File: src/design/fsq_pkg.sv
package fsq_pkg;
   // Program/erase window and block decode
   localparam logic [31:0] PE_BASE     = 32'h8080_0000;
   localparam logic [31:0] PE_MASK     = 32'hfff0_0000;
   localparam int unsigned BLK_LSB     = 16;
   localparam int unsigned BLK_W       = 4;
   localparam logic [7:0]  BLK_SEL_MAX = 8'h0f;
   localparam logic [15:0] LOCK_INIT   = 16'hffff;
   // Command codes, first byte except CMD_PROG2 and CMD_FINAL
   localparam logic [7:0] CMD_PROG1   = 8'he8;
   localparam logic [7:0] CMD_PROG2   = 8'h80;
   localparam logic [7:0] CMD_FINAL   = 8'hd0;
   localparam logic [7:0] CMD_ERASE   = 8'h20;
   localparam logic [7:0] CMD_LOCKPRG = 8'h77;
   localparam logic [7:0] CMD_LOCKRD  = 8'h71;
   localparam logic [7:0] CMD_STATRD  = 8'h70;
   localparam logic [7:0] CMD_NORMAL  = 8'hff;
   localparam logic [7:0] CMD_SUSPEND = 8'hb0;
   localparam logic [7:0] CMD_CLEAR   = 8'h50;
   // Timing
   localparam int unsigned CLK_MHZ      = 250;
   localparam int unsigned PULSE_NS     = 1000;
   localparam int unsigned PULSE_CYC    = (PULSE_NS * CLK_MHZ + 999) / 1000;
   localparam int unsigned PROG_WORDS   = 128;
   localparam int unsigned PROG_PULSES  = 4;
   localparam int unsigned ERASE_PULSES = 8;
   localparam int unsigned LOCK_PULSES  = 2;
   localparam int unsigned FW_XFER_CYC  = 64;

   typedef struct packed {
      logic        valid;
      logic        word;
      logic [31:0] addr;
      logic [15:0] data;
   } fsq_wr_t;

   typedef struct packed {
      logic ready;
      logic illegal;
      logic erase_err;
      logic prog_err;
      logic suspend_ready;
      logic erase_susp;
      logic prog_susp;
      logic rsvd;
   } fsq_stat0_t;

   typedef struct packed {
      logic       lock_status_flag;
      logic [6:0] rsvd;
   } fsq_stat1_t;

   typedef enum logic [2:0] {
      ST_IDLE = 3'b000, ST_CMD2 = 3'b001, ST_PDATA = 3'b010,
      ST_PFINAL = 3'b011, ST_BUSY = 3'b100, ST_SUSPING = 3'b101,
      ST_SUSPENDED = 3'b110
   } fsq_state_t;

   typedef enum logic [2:0] {
      OP_NONE = 3'b000, OP_PROG = 3'b001, OP_ERASE = 3'b010,
      OP_LOCKPRG = 3'b011, OP_LOCKRD = 3'b100
   } fsq_op_t;

   typedef enum logic [1:0] {
      RM_STATUS = 2'b00, RM_NORMAL = 2'b01, RM_LOCK = 2'b10
   } fsq_rmode_t;

   typedef enum logic [1:0] {
      BF_EMBED = 2'b00, BF_USERBOOT = 2'b01, BF_USER = 2'b10
   } fsq_boot_t;
endpackage

File: src/design/fsq_sequencer.sv
`timescale 1ns/1ps
// Contract
// - Status read mode after most commands
// - Locked block refused unless override set
// - Lock-read copies lock bit to status one
// - Lock-read outside block or range: illegal
// - Lock program is 77 then D0
// - Lock program block mismatch: illegal, no write
// - Lock bit set to 1 only by block erase
// - Program clears ready, then suspend-ready set
// - Accepted suspend clears suspend-ready
// - Write pulse finishes before suspending
// - Set program-suspended, then ready
// - Resume clears ready and suspended flag
// - Erase priority lets erase pulse finish
// - User boot: embedded, firmware copy, jump
// - Boot array selected: no flash change
// - Boot array writable only in boot mode
// - Pin low blocks entry bit set
// - Pin low while ready clears entry bit
// - Pin low while busy: command finishes
// - Command against pin protection is error
// - Mode pins disabling flash block all
// - Error flags lock out all but clear
module fsq_sequencer
   import fsq_pkg::*;
#(
   parameter int unsigned P_PROG_WORDS   = fsq_pkg::PROG_WORDS,
   parameter int unsigned P_PROG_PULSES  = fsq_pkg::PROG_PULSES,
   parameter int unsigned P_ERASE_PULSES = fsq_pkg::ERASE_PULSES,
   parameter int unsigned P_LOCK_PULSES  = fsq_pkg::LOCK_PULSES,
   parameter int unsigned P_PULSE_CYC    = fsq_pkg::PULSE_CYC,
   parameter int unsigned P_FW_XFER_CYC  = fsq_pkg::FW_XFER_CYC
) (
   input  wire  logic                core_clk,
   input  wire  logic                rst_n,
   input  wire  fsq_pkg::fsq_wr_t    bus_wr,
   input  wire  logic                rd_valid,
   input  wire  logic [31:0]         rd_addr,
   output logic [15:0]               rd_data,
   input  wire  logic                write_enable_pin,
   input  wire  logic                boot_mode,
   input  wire  logic                user_boot_mode,
   input  wire  logic                flash_disabled,
   input  wire  logic                boot_array_sel,
   input  wire  logic                pe_entry_wr,
   input  wire  logic                pe_entry_wdata,
   input  wire  logic                register_read_select,
   input  wire  logic [7:0]          block_select_reg,
   input  wire  logic                lock_override_bit,
   input  wire  logic                erase_priority_select,
   output logic                      pe_entry_bit,
   output logic                      pin_monitor_reg,
   output fsq_pkg::fsq_stat0_t       status_reg_zero,
   output fsq_pkg::fsq_stat1_t       status_reg_one,
   output logic                      flash_prog_active,
   output logic                      flash_erase_active,
   output logic [3:0]                op_block,
   output fsq_pkg::fsq_boot_t        boot_fetch_sel,
   output logic                      fw_xfer_busy
);
   import fsq_pkg::*;

   localparam int unsigned WCW = $clog2(P_PROG_WORDS + 1);

   function automatic logic in_window(input logic [31:0] a);
      return (a & PE_MASK) == PE_BASE;
   endfunction

   function automatic logic [3:0] blk_of(input logic [31:0] a);
      return a[BLK_LSB +: BLK_W];
   endfunction

   fsq_state_t   state, next_state;
   fsq_op_t      pend, next_pend, op;
   fsq_rmode_t   rmode, next_rmode;
   logic [15:0]  lock_bits;
   logic [3:0]   prog_blk, cmd_blk;
   logic [WCW-1:0] wcnt;
   logic [15:0]  pulse_cnt;
   logic [7:0]   pulses_left;
   logic [15:0]  boot_cnt;
   logic         susp_pend;
   logic         hit, is_byte, cmd_locked, blk_ok, lock_ok;
   logic [7:0]   cmd;
   logic         ev_illegal, ev_eerr, ev_perr, ev_clear;
   logic         ev_start, ev_susp, ev_resume, ev_lockrd;
   logic         pulse_end, op_done, op_abort;

   // -----------------------------------------------------------------
   // Command decode
   // -----------------------------------------------------------------
   // window gate
   assign hit = bus_wr.valid && in_window(bus_wr.addr) && pe_entry_bit
                && !flash_disabled && !fw_xfer_busy;
   assign is_byte    = !bus_wr.word;
   assign cmd        = bus_wr.data[7:0];
   assign cmd_locked = status_reg_zero.illegal | status_reg_zero.erase_err
                       | status_reg_zero.prog_err;
   assign cmd_blk    = (pend == OP_PROG) ? prog_blk : blk_of(bus_wr.addr);
   assign blk_ok     = (block_select_reg <= BLK_SEL_MAX)
                       && (blk_of(bus_wr.addr) == block_select_reg[3:0]);
   assign lock_ok    = lock_bits[cmd_blk] || lock_override_bit;
   assign pulse_end  = pulse_cnt == 16'(P_PULSE_CYC - 1);

   // One decision per bus write; the operation timer runs beside it
   always_comb begin
      next_state = state;
      next_pend  = pend;
      next_rmode = rmode;
      ev_illegal = 1'b0;
      ev_eerr    = 1'b0;
      ev_perr    = 1'b0;
      ev_clear   = 1'b0;
      ev_start   = 1'b0;
      ev_susp    = 1'b0;
      ev_resume  = 1'b0;
      ev_lockrd  = 1'b0;
      op_done    = 1'b0;
      op_abort   = 1'b0;
      if (hit) begin
         next_rmode = RM_STATUS;
         if (cmd_locked) begin
            if (is_byte && cmd == CMD_CLEAR) begin
               ev_clear = 1'b1;
            end else begin
               ev_illegal = 1'b1;
            end
         end else begin
            unique case (state)
               ST_IDLE, ST_SUSPENDED: begin
                  if (!is_byte) begin
                     ev_illegal = 1'b1;
                  end else if (cmd == CMD_NORMAL) begin
                     next_rmode = RM_NORMAL;
                  end else if (cmd == CMD_STATRD || cmd == CMD_CLEAR) begin
                     ev_clear = cmd == CMD_CLEAR;
                  end else if (cmd == CMD_LOCKRD) begin
                     next_pend  = OP_LOCKRD;
                     next_state = ST_CMD2;
                  end else if (cmd == CMD_PROG1 || cmd == CMD_ERASE
                               || cmd == CMD_LOCKPRG) begin
                     if (state == ST_SUSPENDED || !write_enable_pin
                         || (boot_array_sel && !boot_mode)) begin
                        ev_illegal = 1'b1;
                     end else begin
                        next_pend  = (cmd == CMD_PROG1) ? OP_PROG :
                                     (cmd == CMD_ERASE) ? OP_ERASE :
                                     OP_LOCKPRG;
                        next_state = ST_CMD2;
                     end
                  end else if (cmd == CMD_FINAL
                               && state == ST_SUSPENDED) begin
                     ev_resume  = 1'b1;
                     next_state = ST_BUSY;
                  end else begin
                     ev_illegal = 1'b1;
                  end
               end
               ST_CMD2: begin
                  next_state = ST_IDLE;
                  if (pend == OP_PROG) begin
                     if (is_byte && cmd == CMD_PROG2) begin
                        next_state = ST_PDATA;
                     end else begin
                        ev_illegal = 1'b1;
                     end
                  end else if (!(is_byte && cmd == CMD_FINAL) || !blk_ok) begin
                     ev_illegal = 1'b1;
                  end else if (pend == OP_LOCKRD) begin
                     ev_lockrd  = 1'b1;
                     next_rmode = RM_LOCK;
                  end else if (!lock_ok) begin
                     ev_eerr = pend == OP_ERASE;
                     ev_perr = pend == OP_LOCKPRG;
                  end else begin
                     ev_start   = 1'b1;
                     next_state = ST_BUSY;
                  end
               end
               ST_PDATA: begin
                  if (is_byte) begin
                     ev_illegal = 1'b1;
                     next_state = ST_IDLE;
                  end else if (wcnt == WCW'(P_PROG_WORDS - 1)) begin
                     next_state = ST_PFINAL;
                  end
               end
               ST_PFINAL: begin
                  next_state = ST_IDLE;
                  if (!(is_byte && cmd == CMD_FINAL)) begin
                     ev_illegal = 1'b1;
                  end else if (!lock_ok) begin
                     ev_perr = 1'b1;
                  end else begin
                     ev_start   = 1'b1;
                     next_state = ST_BUSY;
                  end
               end
               ST_BUSY, ST_SUSPING: begin
                  // suspend only when ready for it
                  if (state == ST_BUSY && is_byte && cmd == CMD_SUSPEND
                      && status_reg_zero.suspend_ready) begin
                     ev_susp = 1'b1;
                  end else begin
                     ev_illegal = 1'b1;
                  end
               end
               default: next_state = ST_IDLE;
            endcase
         end
      end
      // Operation timer; an error during busy leaves it running
      if (state == ST_BUSY) begin
         // erase without priority abandons the pulse
         if ((susp_pend || ev_susp) && op == OP_ERASE
             && !erase_priority_select) begin
            op_abort   = 1'b1;
            next_state = ST_SUSPING;
         end else if (pulse_end && pulses_left == 8'd1) begin
            op_done    = 1'b1;
            next_state = ST_IDLE;
         end else if (pulse_end && susp_pend) begin
            next_state = ST_SUSPING;
         end
      end else if (state == ST_SUSPING) begin
         next_state = ST_SUSPENDED;
      end
   end

   // -----------------------------------------------------------------
   // Sequencer state
   // -----------------------------------------------------------------
   // Main state, pending command and read mode
   always_ff @(posedge core_clk or negedge rst_n) begin
      if (!rst_n) begin
         state <= ST_IDLE;
         pend  <= OP_NONE;
         rmode <= RM_STATUS;
      end else begin
         state <= next_state;
         pend  <= next_pend;
         rmode <= next_rmode;
      end
   end

   // Program data counter and target block
   always_ff @(posedge core_clk or negedge rst_n) begin
      if (!rst_n) begin
         wcnt     <= '0;
         prog_blk <= '0;
      end else if (hit && state == ST_CMD2) begin
         wcnt <= '0;
      end else if (hit && state == ST_PDATA && !is_byte) begin
         if (wcnt == '0) begin
            prog_blk <= blk_of(bus_wr.addr);
         end
         wcnt <= wcnt + WCW'(1);
      end
   end

   // Running operation, pulse timer and pulses left
   always_ff @(posedge core_clk or negedge rst_n) begin
      if (!rst_n) begin
         op          <= OP_NONE;
         op_block    <= '0;
         pulse_cnt   <= '0;
         pulses_left <= '0;
      end else if (ev_start) begin
         op          <= pend;
         op_block    <= cmd_blk;
         pulse_cnt   <= '0;
         pulses_left <= (pend == OP_PROG)  ? 8'(P_PROG_PULSES) :
                        (pend == OP_ERASE) ? 8'(P_ERASE_PULSES) :
                        8'(P_LOCK_PULSES);
      end else if (ev_resume || op_abort) begin
         pulse_cnt <= '0;
      end else if (state == ST_BUSY) begin
         pulse_cnt <= pulse_end ? '0 : pulse_cnt + 16'd1;
         if (pulse_end) begin
            pulses_left <= pulses_left - 8'd1;
         end
      end
   end

   // Suspend request held until the pulse allows it
   always_ff @(posedge core_clk or negedge rst_n) begin
      if (!rst_n) begin
         susp_pend <= 1'b0;
      end else if (ev_susp && next_state == ST_BUSY) begin
         susp_pend <= 1'b1;
      end else if (state != ST_BUSY) begin
         susp_pend <= 1'b0;
      end
   end

   // Array drive levels follow the busy state
   always_ff @(posedge core_clk or negedge rst_n) begin
      if (!rst_n) begin
         flash_prog_active  <= 1'b0;
         flash_erase_active <= 1'b0;
      end else begin
         flash_prog_active  <= next_state == ST_BUSY && op != OP_ERASE
                               && !ev_start || ev_start && pend != OP_ERASE;
         flash_erase_active <= next_state == ST_BUSY
                               && (ev_start ? pend : op) == OP_ERASE;
      end
   end

   // -----------------------------------------------------------------
   // Status flags
   // -----------------------------------------------------------------
   // Error flags: a new error wins over a clear in the same cycle
   always_ff @(posedge core_clk or negedge rst_n) begin
      if (!rst_n) begin
         status_reg_zero.illegal   <= 1'b0;
         status_reg_zero.erase_err <= 1'b0;
         status_reg_zero.prog_err  <= 1'b0;
      end else begin
         if (ev_illegal || ev_clear) begin
            status_reg_zero.illegal <= ev_illegal;
         end
         if (ev_eerr || ev_clear) begin
            status_reg_zero.erase_err <= ev_eerr;
         end
         if (ev_perr || ev_clear) begin
            status_reg_zero.prog_err <= ev_perr;
         end
      end
   end

   // Ready, suspend-ready and suspended flags
   always_ff @(posedge core_clk or negedge rst_n) begin
      if (!rst_n) begin
         status_reg_zero.ready         <= 1'b1;
         status_reg_zero.suspend_ready <= 1'b0;
         status_reg_zero.erase_susp    <= 1'b0;
         status_reg_zero.prog_susp     <= 1'b0;
      end else begin
         if (ev_start || ev_resume) begin
            status_reg_zero.ready <= 1'b0;
         end else if (op_done || state == ST_SUSPING) begin
            status_reg_zero.ready <= 1'b1;
         end
         status_reg_zero.suspend_ready <= state == ST_BUSY
            && next_state == ST_BUSY && !ev_susp && !susp_pend;
         if (ev_resume) begin
            status_reg_zero.erase_susp <= 1'b0;
            status_reg_zero.prog_susp  <= 1'b0;
         end else if (state == ST_BUSY && next_state == ST_SUSPING) begin
            status_reg_zero.erase_susp <= op == OP_ERASE;
            status_reg_zero.prog_susp  <= op != OP_ERASE;
         end
      end
   end
   assign status_reg_zero.rsvd = 1'b0;
   assign status_reg_one.rsvd  = '0;

   // Lock bits change only when an operation completes
   always_ff @(posedge core_clk or negedge rst_n) begin
      if (!rst_n) begin
         lock_bits <= LOCK_INIT;
      end else if (op_done && op == OP_ERASE) begin
         lock_bits[op_block] <= 1'b1;
      end else if (op_done && op == OP_LOCKPRG) begin
         lock_bits[op_block] <= 1'b0;
      end
   end

   always_ff @(posedge core_clk or negedge rst_n) begin
      if (!rst_n) begin
         status_reg_one.lock_status_flag <= 1'b0;
      end else if (ev_lockrd && register_read_select) begin
         status_reg_one.lock_status_flag <= lock_bits[blk_of(bus_wr.addr)];
      end
   end

   // -----------------------------------------------------------------
   // Pins, entry and reads
   // -----------------------------------------------------------------
   // Entry bit; a busy operation keeps running when the pin drops
   always_ff @(posedge core_clk or negedge rst_n) begin
      if (!rst_n) begin
         pe_entry_bit    <= 1'b0;
         pin_monitor_reg <= 1'b0;
      end else begin
         pin_monitor_reg <= write_enable_pin;
         if (!write_enable_pin && status_reg_zero.ready) begin
            pe_entry_bit <= 1'b0;
         end else if (pe_entry_wr
                      && (write_enable_pin || !pe_entry_wdata)) begin
            pe_entry_bit <= pe_entry_wdata;
         end
      end
   end

   // window read returns status or lock
   always_ff @(posedge core_clk or negedge rst_n) begin
      if (!rst_n) begin
         rd_data <= '0;
      end else if (rd_valid) begin
         if (flash_disabled || !in_window(rd_addr)) begin
            rd_data <= '0;
         end else if (rmode == RM_STATUS) begin
            rd_data <= {8'h00, status_reg_zero};
         end else if (rmode == RM_LOCK) begin
            rd_data <= {15'h0000, lock_bits[blk_of(rd_addr)]};
         end else begin
            rd_data <= '0;
         end
      end
   end

   // boot fetch source; commands wait for the firmware copy
   always_ff @(posedge core_clk or negedge rst_n) begin
      if (!rst_n) begin
         boot_fetch_sel <= BF_EMBED;
         fw_xfer_busy   <= 1'b1;
         boot_cnt       <= '0;
      end else if (fw_xfer_busy) begin
         boot_cnt <= boot_cnt + 16'd1;
         if (!user_boot_mode) begin
            boot_fetch_sel <= BF_USER;
            fw_xfer_busy   <= 1'b0;
         end else if (boot_cnt == 16'(P_FW_XFER_CYC - 1)) begin
            boot_fetch_sel <= BF_USERBOOT;
            fw_xfer_busy   <= 1'b0;
         end
      end
   end
endmodule

File: config.mk
export PLATFORM = sky130hd
export DESIGN_NAME = fsq_sequencer
export DESIGN_NICKNAME = d
export VERILOG_FILES = /design/src/design/fsq_pkg.sv /design/src/design/fsq_sequencer.sv
export SDC_FILE = /design/constraint.sdc
export NUM_CORES = 1
export LEC_CHECK = 0
export BUFFER_PORTS_ARGS = -buffer_cell sky130_fd_sc_hd__buf_2
export CORE_UTILIZATION = 52
export CTS_CLUSTER_SIZE = 24
export DETAILED_ROUTE_END_ITERATION = 10
export PLACE_DENSITY_LB_ADDON = 0.12
export SLEW_MARGIN = 20
export SYNTH_ARGS = -nofsm -noshare
export SYNTH_HDL_FRONTEND = slang
export SYNTH_SLANG_ARGS = --single-unit
File: constraint.sdc
create_clock -name core_clk -period 2.9 [get_ports core_clk]
set_clock_uncertainty 0.05 [all_clocks]
set_input_delay 0.87 -clock core_clk [delete_from_list [all_inputs] [get_ports core_clk]]
set_output_delay 0.87 -clock core_clk [all_outputs]
set_load 0.02 [all_outputs]
==> impl_metrics.sql <==
INSERT INTO impl_metrics (metric_group, metric, value, unit) VALUES
('outcome', 'result_of_the_run', 'completed', ''),
('logic_synthesis', 'postSynth.asyncResetShare', '1.00', ''),
('placement', 'hpwlAfterDp', '12600', 'um'),
('detailed_routing', 'detail_route.iter0.violations', '283', ''),
('detailed_routing', 'routed_wirelength', '16500', 'um'),
('die', 'io-pin-count', '146', ''),
('sta', 'maxSlewHeadroom', '0.474', ''),
('cells_and_area', 'filler_cell_count', '985', ''),
('setup_path', 'critical_path_buf_inv_count', '2', ''),
('sta', 'final_period_utilization', '0.983', ''),
('setup_path', 'worst-setup-path-type', 'in2reg', ''),
('setup_path', 'worst-endpoint-required', '3100', 'ps'),
('sta', 'finalCriticalPeriod', '2850', 'ps'),
('cells_and_area', 'area_growth', '23.9', '%'),
('detailed_routing', 'route.detailed.drc', '0', ''),
('hold_path', 'worst_hold_path.endpoint', 'boot_cnt[15]$_DFFE_PN0P_', ''),
('clock_tree', 'cts_root_buffer', 'clkbuf_16', ''),
('power_and_ir_drop', 'peakVddDrop', '0.249', 'mV'),
('die', 'dieArea', '0.0127', 'mm2'),
('hold_path', 'timing.hold.worst_path_depth', '1', ''),
('die', 'die_h', '113', 'um'),
('detailed_routing', 'post_drt_wl_per_cell', '17.1', 'um'),
('run', 'max_cap_violations', '0', ''),
('logic_synthesis', 'netlist.top_cell.by_area', 'dfrtp_1', ''),
('power_and_ir_drop', 'static-leakage-power', '3.71', 'nW'),
('cells_and_area', 'utilization', '0.660', ''),
('placement', 'gp_routability_congestion', '0.924', ''),
('global_routing', 'gr-usage-all-layers', '0.276', ''),
('die', 'start_util', '0.533', ''),
('logic_synthesis', 'synth.most_common_cell', 'dfrtp_1', ''),
('detailed_routing', 'detail_route.vias_per_cell', '5.90', ''),
('power_and_ir_drop', 'power.density_cell_area', '370', 'mW/mm2'),
('setup_path', 'worst_r2r_startpoint', 'pend[2]$_DFFE_PN0P_', ''),
('global_routing', 'first_pass_grt_wire_length', '27400', 'um'),
('setup_path', 'cp_max_fo', '7', ''),
('setup_path', 'cpMaxStageDelayCell', 'or4_4', ''),
('clock_tree', 'cts.sinks', '107', ''),
('setup_path', 'critical_path.reg2reg.endpoint', 'op[1]$_DFF_PN0_', ''),
('cells_and_area', 'drive_gt1_frac', '0.326', ''),
('cells_and_area', 'diodes', '0', ''),
('global_routing', 'grt_pass1_vias', '5584', ''),
('die', 'fp.dieW', '113', 'um'),
('setup_path', 'crit_path_cell_trace', 'buf_6, or4_4, or4_4, nor4_4, o21a_1, o221ai_4, buf_6, mux2_4', ''),
('sta', 'hold-worst-slack', '438', 'ps'),
('logic_synthesis', 'syn_avg_cell_area', '9.74', 'um2'),
('setup_path', 'cp_data_arrival_time', '3050', 'ps'),
('detailed_routing', 'firstDrtPassIters', '6', ''),
('clock_tree', 'clock_tree.buffer_depth', '2', ''),
('logic_synthesis', 'synth_sequential_area_ratio', '0.423', ''),
('sta', 'worst_pin_slew', '778', 'ps'),
('clock_tree', 'path_clk_slew', '70', 'ps'),
('hold_path', 'timing.hold.worst.start', 'boot_cnt[15]$_DFFE_PN0P_', ''),
('setup_path', 'cpPeakStageDelay', '540', 'ps'),
('logic_synthesis', 'yosys-top-cells-count', 'dfrtp_1, nor2_1, nand2_1', ''),
('clock_tree', 'cts_tree', 'done', ''),
('sta', 'fmax', '351', 'MHz'),
('die', 'core_area', '0.0120', 'mm2'),
('logic_synthesis', 'synth.area.top_cells', 'dfrtp_1, dfstp_2, mux4_2, mux2i_1, nor2_1', ''),
('sta', 'hold_violations', '0', ''),
('clock_tree', 'htree_levels', '3', ''),
('logic_synthesis', 'dominantRegCellSynth', 'dfrtp_1', ''),
('logic_synthesis', 'synth.cell_area', '0.00638', 'mm2'),
('setup_path', 'critical_path.startpoint_type', 'primary input', ''),
('logic_synthesis', 'postSynthCellCount', '655', ''),
('sta', 'unrepaired_setup_endpoints_after_global_routing', 'yes', ''),
('logic_synthesis', 'synth_top_cell_area_share', '0.349', ''),
('cells_and_area', 'design_area', '0.00790', 'mm2'),
('sta', 'final_number_of_setup_violating_endpoints', '0', ''),
('setup_path', 'rrSetupSlack', '150', 'ps'),
('clock_tree', 'cts-buffers-inserted', '9', ''),
('die', 'num_rows', '40', '');
## per-stage QoR
step           cells  power [mW]  TNS (ps)
5_1_grt          964        3.04      -110
6_report         964        2.93         0
2_1_floorplan    670        1.63     -3520
3_3_place_gp     947        1.74    -12240
3_5_place_dp     947        1.74    -13260
4_1_cts          963        2.96         0
## power breakdown
| group | switching [mW] | total, mW | leakage (nW) | internal (mW) |
|---|---|---|---|---|
| registers | 0.000613 | 1.49 | 1.39 | 1.49 |
| logic | 0.126 | 0.224 | 2.18 | 0.0983 |
| clock network | 0.601 | 1.21 | 0.142 | 0.607 |
| total | 0.727 | 2.93 | 3.71 | 2.20 |
## layout by cell type, fill, tap and decap left out, types with 17 or more instances in the layout
master,count
nand3_1,20
xor2_1,17
inv_1,24
nor2_1,57
o21ai_0,39
buf_2,86
buf_4,81
dfstp_2,18
nand2_1,53
dfrtp_1,89
mux2i_1,22
a21oi_1,22
## area by class of cell
cell class / instances / share of cell area
clock buffers: 9 / 0.0285
clock inverters: 7 / 0.00887
inverters: 25 / 0.0119
multi-input cells: 496 / 0.443
flip-flops and latches: 107 / 0.342
well taps: 147 / 0.0233
repair buffers: 173 / 0.142
## metal layers
layer	track usage	share of wire	vias to the layer above
met4	0.103	0.024	0
met2	0.460	0.48	205
met1	0.362	0.44	2753
met3	0.0487	0.053	30
met5	0	0	-
li1	-	-	2702
## logic make-up (layout without fill, tap and decap cells)
logic type	after synthesis	in the layout	share of synthesized area
other cells	1	16	0.000588
xor+xnor	32	32	0.0439
buf+inv	67	214	0.0506
flops	107	107	0.423
compound gates	126	126	0.129
mux	51	51	0.107
simple gates	264	264	0.232
fa+ha+maj	7	7	0.0137
## worst max path at each step
stage	startpoint	end	cells after the start
after floorplan	bus_wr[0]	pulse_cnt[2]$_DFFE_PN0P_	9
after global placement	bus_wr[0]	status_reg_one[7]$_DFFE_PN0P_	10
after detailed placement	bus_wr[0]	pulses_left[3]$_DFFE_PN0P_	9
after CTS	bus_wr[0]	pulses_left[3]$_DFFE_PN0P_	9
after global routing	bus_wr[0]	op[1]$_DFF_PN0_	8
final	bus_wr[0]	op[1]$_DFF_PN0_	8
## what timing repair did
item,in CTS,in global routing
setup endpoints to repair,0,20
hold buffers,0,0
setup buffers,0,1
gates resized for setup,0,12
(Power assumes the default switching activity.)
